## src/exec_pkg.sv

```systemverilog
// constants and types shared by the execute stage
package exec_pkg;
  // register byte offsets on the apb bus
  localparam logic [7:0] OFS_CMD = 8'h00;
  localparam logic [7:0] OFS_OPA = 8'h04;
  localparam logic [7:0] OFS_OPB = 8'h08;
  localparam logic [7:0] OFS_PC = 8'h0C;
  localparam logic [7:0] OFS_ZPTR = 8'h10;
  localparam logic [7:0] OFS_STACK = 8'h14;
  localparam logic [7:0] OFS_FLAGS = 8'h18;
  localparam logic [7:0] OFS_RESULT = 8'h1C;
  localparam logic [7:0] OFS_STAT = 8'h20;
  // status flag bit positions
  localparam int FL_C = 0;
  localparam int FL_Z = 1;
  localparam int FL_N = 2;
  localparam int FL_V = 3;
  localparam int FL_S = 4;
  localparam int FL_H = 5;
  localparam int FL_I = 7;
  // flag update masks
  localparam logic [7:0] M_ARITH = 8'h2F;
  localparam logic [7:0] M_LOGIC = 8'h0E;
  localparam logic [7:0] M_ONES = 8'h0F;
  localparam logic [7:0] M_WORD = 8'h1F;
  localparam logic [7:0] M_MUL = 8'h03;
  localparam logic [7:0] M_IRQ = 8'h80;
  // operand layout
  localparam int BYTE_MSB = 7;
  localparam int NIB_MSB = 3;
  localparam int WORD_MSB = 15;
  localparam int WK_W = 6;
  localparam logic [7:0] BYTE_ZERO = 8'h00;
  localparam logic [7:0] BYTE_ONES = 8'hFF;
  localparam logic [7:0] BYTE_ONE = 8'h01;
  localparam logic [7:0] INC_OVF = 8'h80;
  localparam logic [7:0] DEC_OVF = 8'h7F;
  localparam logic [15:0] WORD_ZERO = 16'h0000;
  // program counter steps and reset value
  localparam logic [15:0] PC_STEP = 16'h0001;
  localparam logic [15:0] CALL_STEP = 16'h0002;
  localparam logic [15:0] SKIP_SHORT = 16'h0002;
  localparam logic [15:0] SKIP_LONG = 16'h0003;
  localparam logic [15:0] PC_RESET = 16'h0000;
  localparam logic [7:0] FLAGS_RESET = 8'h00;
  // cycle counts
  localparam logic [3:0] CYC_ONE = 4'h1;
  localparam logic [3:0] CYC_TWO = 4'h2;
  localparam logic [3:0] CYC_THREE = 4'h3;
  localparam logic [3:0] CYC_FOUR = 4'h4;

  typedef enum logic [5:0] {
    OP_SUM = 6'h00, OP_SUM_CARRY = 6'h01, OP_WORD_IMMEDIATE_SUM = 6'h02,
    OP_DIFFERENCE = 6'h03, OP_DIFFERENCE_WITH_BORROW = 6'h04,
    OP_WORD_IMMEDIATE_DIFFERENCE = 6'h05, OP_MASK = 6'h06, OP_MERGE = 6'h07,
    OP_EXCLUSIVE_MERGE = 6'h08, OP_ONES_INVERSE = 6'h09, OP_TWOS_INVERSE = 6'h0A,
    OP_BITS_FORCE_LOW = 6'h0B, OP_PLUS_ONE = 6'h0C, OP_MINUS_ONE = 6'h0D,
    OP_ZERO_MINUS_CHECK = 6'h0E, OP_REGISTER_ZEROING = 6'h0F,
    OP_REGISTER_ALL_ONES = 6'h10, OP_UNSIGNED_PRODUCT = 6'h11,
    OP_SIGNED_PRODUCT = 6'h12, OP_MIXED_SIGN_PRODUCT = 6'h13,
    OP_FRACTION_PRODUCT_UNSIGNED = 6'h14, OP_FRACTION_PRODUCT_SIGNED = 6'h15,
    OP_FRACTION_PRODUCT_MIXED = 6'h16, OP_RELATIVE_GOTO = 6'h17,
    OP_POINTER_GOTO = 6'h18, OP_ABSOLUTE_GOTO = 6'h19,
    OP_RELATIVE_ROUTINE_ENTRY = 6'h1A, OP_POINTER_ROUTINE_ENTRY = 6'h1B,
    OP_DIRECT_ROUTINE_ENTRY = 6'h1C, OP_ROUTINE_EXIT = 6'h1D, OP_IRQ_EXIT = 6'h1E,
    OP_EQUAL_SKIP = 6'h1F, OP_COMPARE_REGS = 6'h20, OP_COMPARE_REGS_BORROW = 6'h21,
    OP_REG_BIT_LOW_SKIP = 6'h22, OP_REG_BIT_HIGH_SKIP = 6'h23,
    OP_IO_BIT_LOW_SKIP = 6'h24, OP_IO_BIT_HIGH_SKIP = 6'h25,
    OP_BRANCH_FLAG_HIGH = 6'h26, OP_BRANCH_FLAG_LOW = 6'h27,
    OP_BRANCH_SIGNED_AT_LEAST = 6'h28, OP_BRANCH_SIGNED_BELOW = 6'h29
  } op_e;

  typedef enum logic [1:0] {
    ST_IDLE = 2'h1,
    ST_BUSY = 2'h2
  } state_e;

  // command word, low bits of a write to the command register
  typedef struct packed {
    logic next_long;
    logic [2:0] bit_sel;
    logic [2:0] flag_sel;
    op_e op;
  } cmd_s;

  // result of the last instruction towards register file and stack
  typedef struct packed {
    logic push;
    logic pop;
    logic we_hi;
    logic we_lo;
    logic [15:0] value;
  } result_s;
endpackage

```

## src/cpu_alu_branch_execute.sv

```systemverilog
// execute stage: alu, multiplier, skips, jumps and branches behind apb
`timescale 1ns/1ps
`default_nettype none
module cpu_alu_branch_execute
  import exec_pkg::*;
#(
  parameter int CNT_W = 4
)
(
  // clock and reset
  input wire logic CORE_CLK_I,
  input wire logic ARST_N_I,
  // apb slave
  input wire logic PSEL_I,
  input wire logic PENABLE_I,
  input wire logic PWRITE_I,
  input wire logic [7:0] PADDR_I,
  input wire logic [31:0] PWDATA_I,
  output logic [31:0] PRDATA_O,
  output logic PREADY_O,
  output logic PSLVERR_O,
  // core state
  output logic [15:0] PC_O,
  output logic [7:0] FLAGS_O,
  output logic BUSY_O
);

  function automatic logic [7:0] byte_flags(input logic [7:0] r, input logic c,
                                            input logic v, input logic h);
    logic [7:0] f;
    f = FLAGS_RESET;
    f[FL_C] = c;
    f[FL_Z] = (r == BYTE_ZERO);
    f[FL_N] = r[BYTE_MSB];
    f[FL_V] = v;
    f[FL_S] = r[BYTE_MSB] ^ v;
    f[FL_H] = h;
    return f;
  endfunction

  logic [15:0] opa;
  logic [15:0] opb;
  logic [15:0] zptr;
  logic [15:0] stack;
  logic [12:0] cmd_last;
  result_s result;
  state_e state;
  logic [CNT_W-1:0] cnt;
  logic [3:0] cyc_last;
  logic skip_last;

  // bus decode
  wire setup = PSEL_I & ~PENABLE_I;
  wire access = PSEL_I & PENABLE_I & PREADY_O;
  wire wr = access & PWRITE_I;
  wire sel_cmd = PADDR_I == OFS_CMD;
  wire sel_opa = PADDR_I == OFS_OPA;
  wire sel_opb = PADDR_I == OFS_OPB;
  wire sel_pc = PADDR_I == OFS_PC;
  wire sel_zptr = PADDR_I == OFS_ZPTR;
  wire sel_stack = PADDR_I == OFS_STACK;
  wire sel_flags = PADDR_I == OFS_FLAGS;
  wire sel_result = PADDR_I == OFS_RESULT;
  wire sel_stat = PADDR_I == OFS_STAT;
  wire mapped = sel_cmd | sel_opa | sel_opb | sel_pc | sel_zptr | sel_stack |
                sel_flags | sel_result | sel_stat;
  wire busy = state == ST_BUSY;
  wire refuse = ~mapped | (sel_cmd & PWRITE_I & busy);
  wire start = wr & sel_cmd & ~PSLVERR_O;
  wire cmd_s cmd = cmd_s'(PWDATA_I[$bits(cmd_s)-1:0]);

  wire [31:0] rd_data =
    sel_cmd ? {19'h0_0000, cmd_last} :
    sel_opa ? {16'h0000, opa} :
    sel_opb ? {16'h0000, opb} :
    sel_pc ? {16'h0000, PC_O} :
    sel_zptr ? {16'h0000, zptr} :
    sel_stack ? {16'h0000, stack} :
    sel_flags ? {24'h00_0000, FLAGS_O} :
    sel_result ? {12'h000, result} :
    sel_stat ? {26'h000_0000, skip_last, cyc_last, busy} : 32'h0000_0000;

  // operands
  wire [7:0] a = opa[7:0];
  wire [7:0] b = opb[7:0];
  wire carry = FLAGS_O[FL_C];
  wire is_neg = cmd.op == OP_TWOS_INVERSE;
  wire borrow_op = cmd.op == OP_DIFFERENCE_WITH_BORROW | cmd.op == OP_COMPARE_REGS_BORROW;
  wire add_ci = (cmd.op == OP_SUM_CARRY) & carry;
  wire sub_ci = borrow_op & carry;

  // byte adder, results wrap modulo 256
  // byte wrap and flags
  wire [8:0] add9 = {1'b0, a} + {1'b0, b} + {8'h00, add_ci};
  wire [7:0] ar = add9[7:0];
  wire add_h = a[NIB_MSB] & b[NIB_MSB] | b[NIB_MSB] & ~ar[NIB_MSB] | ~ar[NIB_MSB] & a[NIB_MSB];
  wire add_v = a[BYTE_MSB] & b[BYTE_MSB] & ~ar[BYTE_MSB] | ~a[BYTE_MSB] & ~b[BYTE_MSB] & ar[BYTE_MSB];
  // twos inverse as zero minus value
  wire [7:0] sx = is_neg ? BYTE_ZERO : a;
  wire [7:0] sy = is_neg ? a : b;
  wire [8:0] sub9 = {1'b0, sx} - {1'b0, sy} - {8'h00, sub_ci};
  wire [7:0] sr = sub9[7:0];
  wire sub_h = ~sx[NIB_MSB] & sy[NIB_MSB] | sy[NIB_MSB] & sr[NIB_MSB] | sr[NIB_MSB] & ~sx[NIB_MSB];
  wire sub_v = sx[BYTE_MSB] & ~sy[BYTE_MSB] & ~sr[BYTE_MSB] | ~sx[BYTE_MSB] & sy[BYTE_MSB] & sr[BYTE_MSB];

  // word unit, results wrap modulo 65536
  wire [15:0] wk = {10'h000, opb[WK_W-1:0]};
  wire [15:0] wadd = opa + wk;
  wire [15:0] wsub = opa - wk;

  // multiplier
  wire [15:0] prod_u = 16'(a * b);
  wire [15:0] prod_s = 16'($signed(a) * $signed(b));
  wire [15:0] prod_m = 16'($signed({a[BYTE_MSB], a}) * $signed({1'b0, b}));

  // program counter targets and tests
  wire [15:0] pc_next = PC_O + PC_STEP;
  wire [15:0] pc_rel = PC_O + opb + PC_STEP;
  wire [15:0] pc_skip = PC_O + (cmd.next_long ? SKIP_LONG : SKIP_SHORT);
  wire bitv = opa[cmd.bit_sel];
  wire flagv = FLAGS_O[cmd.flag_sel];
  wire sgn_lt = FLAGS_O[FL_N] ^ FLAGS_O[FL_V];

  logic [15:0] res;
  logic [7:0] fl;
  logic [7:0] fmask;
  logic [15:0] next_pc;
  logic [3:0] cyc;
  logic we_lo;
  logic we_hi;
  logic push;
  logic pop;
  logic skip;
  logic take;
  logic [7:0] r8;
  logic [15:0] pr;

  always_comb
  begin
    res = opa;
    fl = FLAGS_O;
    fmask = FLAGS_RESET;
    next_pc = pc_next;
    cyc = CYC_ONE;
    we_lo = 1'b0;
    we_hi = 1'b0;
    push = 1'b0;
    pop = 1'b0;
    skip = 1'b0;
    take = 1'b0;
    r8 = BYTE_ZERO;
    pr = prod_u;
    case (cmd.op)
      // byte add and add with carry
      OP_SUM, OP_SUM_CARRY:
      begin
        res = {opa[15:8], ar};
        fl = byte_flags(ar, add9[8], add_v, add_h);
        fmask = M_ARITH;
        we_lo = 1'b1;
      end
      OP_DIFFERENCE, OP_DIFFERENCE_WITH_BORROW, OP_TWOS_INVERSE,
      OP_COMPARE_REGS, OP_COMPARE_REGS_BORROW:
      begin
        res = {opa[15:8], sr};
        fl = byte_flags(sr, sub9[8], sub_v, sub_h);
        if (borrow_op)
          fl[FL_Z] = fl[FL_Z] & FLAGS_O[FL_Z];
        fmask = M_ARITH;
        we_lo = cmd.op != OP_COMPARE_REGS & cmd.op != OP_COMPARE_REGS_BORROW;
      end
      // logic ops keep carry and half carry
      OP_MASK, OP_MERGE, OP_EXCLUSIVE_MERGE, OP_BITS_FORCE_LOW,
      OP_ZERO_MINUS_CHECK, OP_REGISTER_ZEROING:
      begin
        case (cmd.op)
          OP_MASK: r8 = a & b;
          OP_MERGE: r8 = a | b;
          OP_EXCLUSIVE_MERGE: r8 = a ^ b;
          OP_BITS_FORCE_LOW: r8 = a & (BYTE_ONES - b);
          OP_ZERO_MINUS_CHECK: r8 = a & a;
          default: r8 = a ^ a;
        endcase
        res = {opa[15:8], r8};
        fl = byte_flags(r8, 1'b0, 1'b0, 1'b0);
        fmask = M_LOGIC;
        we_lo = 1'b1;
      end
      OP_ONES_INVERSE:
      begin
        r8 = BYTE_ONES - a;
        res = {opa[15:8], r8};
        fl = byte_flags(r8, 1'b1, 1'b0, 1'b0);
        fmask = M_ONES;
        we_lo = 1'b1;
      end
      // plus and minus one keep carry
      OP_PLUS_ONE, OP_MINUS_ONE:
      begin
        r8 = (cmd.op == OP_PLUS_ONE) ? a + BYTE_ONE : a - BYTE_ONE;
        res = {opa[15:8], r8};
        fl = byte_flags(r8, 1'b0, r8 == ((cmd.op == OP_PLUS_ONE) ? INC_OVF : DEC_OVF), 1'b0);
        fmask = M_LOGIC;
        we_lo = 1'b1;
      end
      OP_REGISTER_ALL_ONES:
      begin
        res = {opa[15:8], BYTE_ONES};
        we_lo = 1'b1;
      end
      OP_WORD_IMMEDIATE_SUM, OP_WORD_IMMEDIATE_DIFFERENCE:
      begin
        res = (cmd.op == OP_WORD_IMMEDIATE_SUM) ? wadd : wsub;
        fl[FL_Z] = res == WORD_ZERO;
        fl[FL_N] = res[WORD_MSB];
        if (cmd.op == OP_WORD_IMMEDIATE_SUM)
        begin
          fl[FL_C] = ~res[WORD_MSB] & opa[WORD_MSB];
          fl[FL_V] = ~opa[WORD_MSB] & res[WORD_MSB];
        end
        else
        begin
          fl[FL_C] = res[WORD_MSB] & ~opa[WORD_MSB];
          fl[FL_V] = opa[WORD_MSB] & ~res[WORD_MSB];
        end
        fl[FL_S] = fl[FL_N] ^ fl[FL_V];
        fmask = M_WORD;
        {we_hi, we_lo} = 2'h3;
        cyc = CYC_TWO;
      end
      OP_UNSIGNED_PRODUCT, OP_SIGNED_PRODUCT, OP_MIXED_SIGN_PRODUCT,
      OP_FRACTION_PRODUCT_UNSIGNED, OP_FRACTION_PRODUCT_SIGNED, OP_FRACTION_PRODUCT_MIXED:
      begin
        if (cmd.op == OP_SIGNED_PRODUCT | cmd.op == OP_FRACTION_PRODUCT_SIGNED)
          pr = prod_s;
        else if (cmd.op == OP_MIXED_SIGN_PRODUCT | cmd.op == OP_FRACTION_PRODUCT_MIXED)
          pr = prod_m;
        fl[FL_C] = pr[WORD_MSB];
        res = (cmd.op >= OP_FRACTION_PRODUCT_UNSIGNED) ? {pr[14:0], 1'b0} : pr;
        fl[FL_Z] = res == WORD_ZERO;
        fmask = M_MUL;
        {we_hi, we_lo} = 2'h3;
        cyc = CYC_TWO;
      end
      OP_RELATIVE_GOTO, OP_POINTER_GOTO:
      begin
        next_pc = (cmd.op == OP_RELATIVE_GOTO) ? pc_rel : zptr;
        cyc = CYC_TWO;
      end
      OP_ABSOLUTE_GOTO:
      begin
        next_pc = opb;
        cyc = CYC_THREE;
      end
      OP_RELATIVE_ROUTINE_ENTRY, OP_POINTER_ROUTINE_ENTRY:
      begin
        next_pc = (cmd.op == OP_RELATIVE_ROUTINE_ENTRY) ? pc_rel : zptr;
        res = pc_next;
        push = 1'b1;
        cyc = CYC_THREE;
      end
      OP_DIRECT_ROUTINE_ENTRY:
      begin
        next_pc = opb;
        res = PC_O + CALL_STEP;
        push = 1'b1;
        cyc = CYC_FOUR;
      end
      OP_ROUTINE_EXIT, OP_IRQ_EXIT:
      begin
        next_pc = stack;
        pop = 1'b1;
        fl[FL_I] = 1'b1;
        fmask = (cmd.op == OP_IRQ_EXIT) ? M_IRQ : FLAGS_RESET;
        cyc = CYC_FOUR;
      end
      OP_EQUAL_SKIP, OP_REG_BIT_LOW_SKIP, OP_REG_BIT_HIGH_SKIP,
      OP_IO_BIT_LOW_SKIP, OP_IO_BIT_HIGH_SKIP:
      begin
        if (cmd.op == OP_EQUAL_SKIP)
          skip = a == b;
        else if (cmd.op == OP_REG_BIT_LOW_SKIP | cmd.op == OP_IO_BIT_LOW_SKIP)
          skip = ~bitv;
        else
          skip = bitv;
        if (skip)
        begin
          next_pc = pc_skip;
          cyc = cmd.next_long ? CYC_THREE : CYC_TWO;
        end
      end
      // signed branches on N xor V
      // carry and zero selected by flag index
      // half carry and sign share the timing
      OP_BRANCH_FLAG_HIGH, OP_BRANCH_FLAG_LOW,
      OP_BRANCH_SIGNED_AT_LEAST, OP_BRANCH_SIGNED_BELOW:
      begin
        case (cmd.op)
          OP_BRANCH_FLAG_HIGH: take = flagv;
          OP_BRANCH_FLAG_LOW: take = ~flagv;
          OP_BRANCH_SIGNED_AT_LEAST: take = ~sgn_lt;
          default: take = sgn_lt;
        endcase
        if (take)
        begin
          next_pc = pc_rel;
          cyc = CYC_TWO;
        end
      end
      default:
      begin
        next_pc = pc_next;
      end
    endcase
  end

  wire [7:0] next_flags = start ? (FLAGS_O & ~fmask) | (fl & fmask) :
                          (wr & sel_flags) ? PWDATA_I[7:0] : FLAGS_O;
  wire [15:0] next_pc_reg = start ? next_pc : (wr & sel_pc) ? PWDATA_I[15:0] : PC_O;
  wire long_op = cyc != CYC_ONE;
  wire last = cnt == CNT_W'(1);
  wire state_e next_state = (start & long_op) ? ST_BUSY : (busy & last) ? ST_IDLE : state;
  wire [CNT_W-1:0] next_cnt = start ? CNT_W'(cyc - CYC_ONE) : busy ? cnt - CNT_W'(1) : cnt;

  // bus answer: ready in the access phase
  always_ff @(posedge CORE_CLK_I or negedge ARST_N_I)
  begin
    if (!ARST_N_I)
    begin
      PREADY_O <= 1'b0;
      PSLVERR_O <= 1'b0;
      PRDATA_O <= 32'h0000_0000;
    end
    else
    begin
      PREADY_O <= setup;
      PSLVERR_O <= setup & refuse;
      PRDATA_O <= (setup & ~PWRITE_I) ? rd_data : PRDATA_O;
    end
  end

  always_ff @(posedge CORE_CLK_I or negedge ARST_N_I)
  begin
    if (!ARST_N_I)
    begin
      opa <= WORD_ZERO;
      opb <= WORD_ZERO;
      zptr <= WORD_ZERO;
      stack <= WORD_ZERO;
    end
    else
    begin
      opa <= (wr & sel_opa) ? PWDATA_I[15:0] : opa;
      opb <= (wr & sel_opb) ? PWDATA_I[15:0] : opb;
      zptr <= (wr & sel_zptr) ? PWDATA_I[15:0] : zptr;
      stack <= (wr & sel_stack) ? PWDATA_I[15:0] : stack;
    end
  end

  always_ff @(posedge CORE_CLK_I or negedge ARST_N_I)
  begin
    if (!ARST_N_I)
    begin
      PC_O <= PC_RESET;
      FLAGS_O <= FLAGS_RESET;
      BUSY_O <= 1'b0;
      state <= ST_IDLE;
      cnt <= '0;
      result <= '0;
      cmd_last <= '0;
      cyc_last <= '0;
      skip_last <= 1'b0;
    end
    else
    begin
      PC_O <= next_pc_reg;
      FLAGS_O <= next_flags;
      BUSY_O <= next_state == ST_BUSY;
      state <= next_state;
      cnt <= next_cnt;
      result <= start ? {push, pop, we_hi, we_lo, res} : result;
      cmd_last <= start ? cmd : cmd_last;
      cyc_last <= start ? cyc : cyc_last;
      skip_last <= start ? skip : skip_last;
    end
  end
endmodule
`default_nettype wire

```

## config.mk

```make
export PLATFORM = sky130hd
export DESIGN_NAME = cpu_alu_branch_execute
export DESIGN_NICKNAME = d
export VERILOG_FILES = /design/src/exec_pkg.sv /design/src/cpu_alu_branch_execute.sv
export SDC_FILE = /design/constraint.sdc
export NUM_CORES = 1
export LEC_CHECK = 0
export BUFFER_PORTS_ARGS = -buffer_cell sky130_fd_sc_hd__buf_4
export CAP_MARGIN = 40
export CORE_MARGIN = 2
export CORE_UTILIZATION = 45
export DETAILED_ROUTE_END_ITERATION = 16
export GPL_TIMING_DRIVEN = 0
export PLACE_DENSITY = 0.64
export SETUP_SLACK_MARGIN = 0.4
export SYNTH_ARGS = -nofsm -noshare
export SYNTH_HDL_FRONTEND = slang
export SYNTH_SLANG_ARGS = --single-unit
export TNS_END_PERCENT = 50
```

## constraint.sdc

```tcl
create_clock -name CORE_CLK_I -period 7.2 [get_ports CORE_CLK_I]
set_input_delay 0.36 -clock CORE_CLK_I [delete_from_list [all_inputs] [get_ports CORE_CLK_I]]
set_output_delay 0.36 -clock CORE_CLK_I [all_outputs]
set_load 0.01 [all_outputs]
```

==> impl_metrics.json <==
{
  "setup_viol": 0,
  "vias": 20000,
  "finalNetCount": 2895,
  "drv_cap": 0,
  "final.setup.tns_ns": 0,
  "numPlacedInstances": 3104,
  "hold_path.class": "in2reg",
  "grt_overflow": 0,
  "power_density_nw_per_um2": 106,
  "wl_um": 89500,
  "ios": 104,
  "p_leak_nw": 10.3,
  "worstPathMaxFanout": 10,
  "cts_tree": "yes",
  "dp_hpwl_um": 71400,
  "switching_power_uw": 771,
  "crit_type": "reg2reg",
  "die_h_um": 214,
  "cts_max_level": 4,
  "antenna_found_initial": 2,
  "fin_cells": 3145,
  "vias_per_cell": 6.35,
  "final_hold_viol_count": 0,
  "max_freq_ghz": 0.151,
  "clk_pin_slew_worst_paths_ns": 0.07,
  "synth_top_area_frac": 0.193,
  "synth_area_leaders": "dfrtp_1, fa_1, ha_1, inv_1, nand2_1",
  "synth_largest_area_cell": "dfrtp_1",
  "p_int_mw": 1.58,
  "power_frac_clock": 0.398,
  "core.rowCount": 76,
  "core-area_um2": 43400,
  "combPwrFrac": 0.209,
  "ys_seq_elements": 154,
  "yosysSeqAreaShare": 0.194,
  "root_buffer": "clkbuf_16",
  "peakVddDrop_uv": 160,
  "grt_setup_unrepaired": "true",
  "status": "completed",
  "synth_cell_types": 94,
  "max_slew_margin": 0.297,
  "final_antenna_net_count": 0,
  "period_share": 0.922,
  "wl_per_cell_um": 28.4,
  "crit_arrival_ns": 6.99,
  "synth_flop_cell": "dfrtp_1",
  "area.growth.synth_to_final_pct": 11.3,
  "drive_gt1_frac": 0.114,
  "dieWidth_um": 214,
  "stdcell_area_um2": 22100,
  "post-route-min-period_ns": 6.64,
  "worst_slew_pin_slew_ns": 1.05,
  "synth-edff-count": 0,
  "routabilityCongestion": 1.02,
  "first_iter_violations": 2245,
  "grt_first_pass_wirelength_um": 133000,
  "finalPower_mw": 2.35,
  "cts_buffers": 17,
  "port_buffers": 67,
  "start_util": 0.458,
  "yosysWarnings": 0,
  "maxSlewViolCount": 0,
  "clock_latency_ns": 0.46,
  "synth.avg_cell_area_um2": 8.23,
  "finClkSkew_ns": 0.0275,
  "clock_sinks": 154,
  "grt_pass1_vias": 19900,
  "swShare": 0.328,
  "synthCells": 2415,
  "placed_area_um2": 21400,
  "async_reset_ff_frac": 1.00,
  "dr.pass1.iters": 6,
  "grt_usage": 0.388,
  "startpoint_type": "register",
  "critical_path_required_ns": 7.55,
  "grt_max_degree": 84,
  "die_area_um2": 45900,
  "cp-end-kind": "register",
  "seqPwrFrac": 0.393,
  "clk_path_buf_depth": 2,
  "synth_area_um2": 19900,
  "drc": 0
}
[layout by cell type (no fill, tap or decap), types with 31 or more instances in the layout]
cell	Yosys	layout
a21oi_1	124	124
a31oi_1	32	31
mux2_2	67	67
xnor2_1	72	72
dfrtp_1	153	149
o21ai_0	127	127
buf_4	12	86
nor3_1	53	53
nand3_1	43	43
nand2_1	253	253
clkbuf_1	113	103
a21o_1	31	31
fa_1	120	120
xor2_1	47	47
nor2_1	171	169
inv_1	259	257
ha_1	186	186
[critical path, stage by stage, from the launching register on]
cell       delay [ns]
dfrtp_1          0.70
buf_2            0.44
clkinv_2         0.34
nor2_1           0.29
inv_1            0.09
fa_1             0.53
fa_1             0.51
inv_1            0.05
fa_1             0.48
inv_1            0.06
fa_1             0.50
inv_1            0.05
ha_1             0.23
nor3_1           0.32
o2111ai_1        0.25
a31o_2           0.30
a21oi_1          0.17
xor2_1           0.22
a2bb2oi_1        0.20
or4_1            0.59
o31ai_2          0.22
[layout make-up]
class / instances / area [µm²]
timing repair buffer: 99 / 810
clock buffer: 20 / 457
fill: 4288 / 21200
clock inverter: 12 / 128
buffer: 151 / 668
multi-input combinational: 1852 / 14400
inverter: 269 / 1030
tap: 585 / 732
antenna: 3 / 7.51
sequential: 154 / 3860
[sequential cells by signal, summed over array words and instances (netlist names), named ones only]
register	count
BUSY_O	1
FLAGS_O	1
PC_O	16
PRDATA_O	20
PREADY_O	1
PSLVERR_O	1
cmd_last	13
cnt	4
cyc_last	3
opa	16
opb	16
result	20
skip_last	1
stack	16
state	2
zptr	16
[cells in the mapped netlist, drive strengths merged, types with 8 or more instances]
| master | instances |
|---|---|
| a31oi | 32 |
| a221oi | 30 |
| fa | 120 |
| o21ai | 140 |
| a22oi | 29 |
| or4 | 8 |
| nand4 | 12 |
| nand3 | 43 |
| a211oi | 27 |
| buf | 38 |
| inv | 264 |
| nor2 | 171 |
| o22ai | 28 |
| ha | 186 |
| nor4 | 18 |
| and3 | 16 |
| and2 | 12 |
| or3 | 11 |
| mux2 | 69 |
| or2 | 11 |
| nand2b | 30 |
| nor3 | 54 |
| xnor2 | 72 |
| a21o | 31 |
| mux2i | 27 |
| a2111oi | 9 |
| o31ai | 9 |
| clkbuf | 113 |
| nand3b | 10 |
| o221ai | 17 |
| dfrtp | 153 |
| o211ai | 19 |
| a222oi | 17 |
| xor2 | 48 |
| nand2 | 253 |
| nor2b | 24 |
| a21oi | 124 |
| o21a | 17 |
[cells by family after synthesis]
family / share of synthesized area
buffers and inverters: 0.0833
DFF: 0.194
muxes: 0.0576
adders and majority gates: 0.238
other: 0.000189
AOI/OAI and AO/OA: 0.208
xor gates and xnor gates: 0.0533
and+or+nand+nor: 0.165
[routing by layer]
layer / track usage / up-vias / part of all wire
met4: 0.263 / 0 / 0.081
met2: 0.625 / 1143 / 0.45
met5: 0 / - / 0
met3: 0.0654 / 343 / 0.086
li1: - / 8756 / -
met1: 0.479 / 9723 / 0.38
[what timing repair did]
item                                    in CTS  in global routing
gates resized for setup                     17                 24
endpoints found under the hold margin       71                  0
buffers inserted                             0                  3
hold buffers                                 1                  0
pin swaps                                    0                  0
endpoints found under the setup margin       9                  7
[path summary, 6_finish.rpt]
| check | startpoint | endpoint | slack (ns) | cells after the start |
|---|---|---|---|---|
| worst max register to register | opa[6] | register | 0.56 | 20 |
| min in group asynchronous | ARST_N_I | opb[2] | 0.51 | 2 |
| worst min register to register | cmd_last[12] | cmd_last[12] | 0.48 | 2 |
| worst max-delay path | opa[6] | register | 0.56 | 20 |
| worst min-delay path | PENABLE_I | PREADY_O | 0.13 | 2 |
| max in group asynchronous | ARST_N_I | state[0] | 5.78 | 3 |
[stage by stage]
stage | hold WS, ns | worst slack, ns | util
floorplan | 0.0644 | 1.43 | -
global route | 0.136 | 0.358 | 0.510
global placement | 0.463 | -0.653 | 0.488
detailed placement | 0.435 | -0.201 | 0.494
CTS | 0.125 | 0.403 | 0.508
finish | 0.130 | 0.561 | 0.510
[power by group through the flow]
| stage | clock, mW | sequential (mW) | combinational (mW) |
|---|---|---|---|
| 6_report | 0.934 | 0.923 | 0.491 |
| 5_1_grt | 0.975 | 0.927 | 0.529 |
| 4_1_cts | 0.935 | 0.923 | 0.480 |
| 3_5_place_dp | 0 | 0.939 | 0.475 |
| 3_3_place_gp | 0 | 0.939 | 0.467 |
| 2_1_floorplan | 0 | 0.938 | 0.290 |
Note: power is estimated with default switching activity, not from simulation.
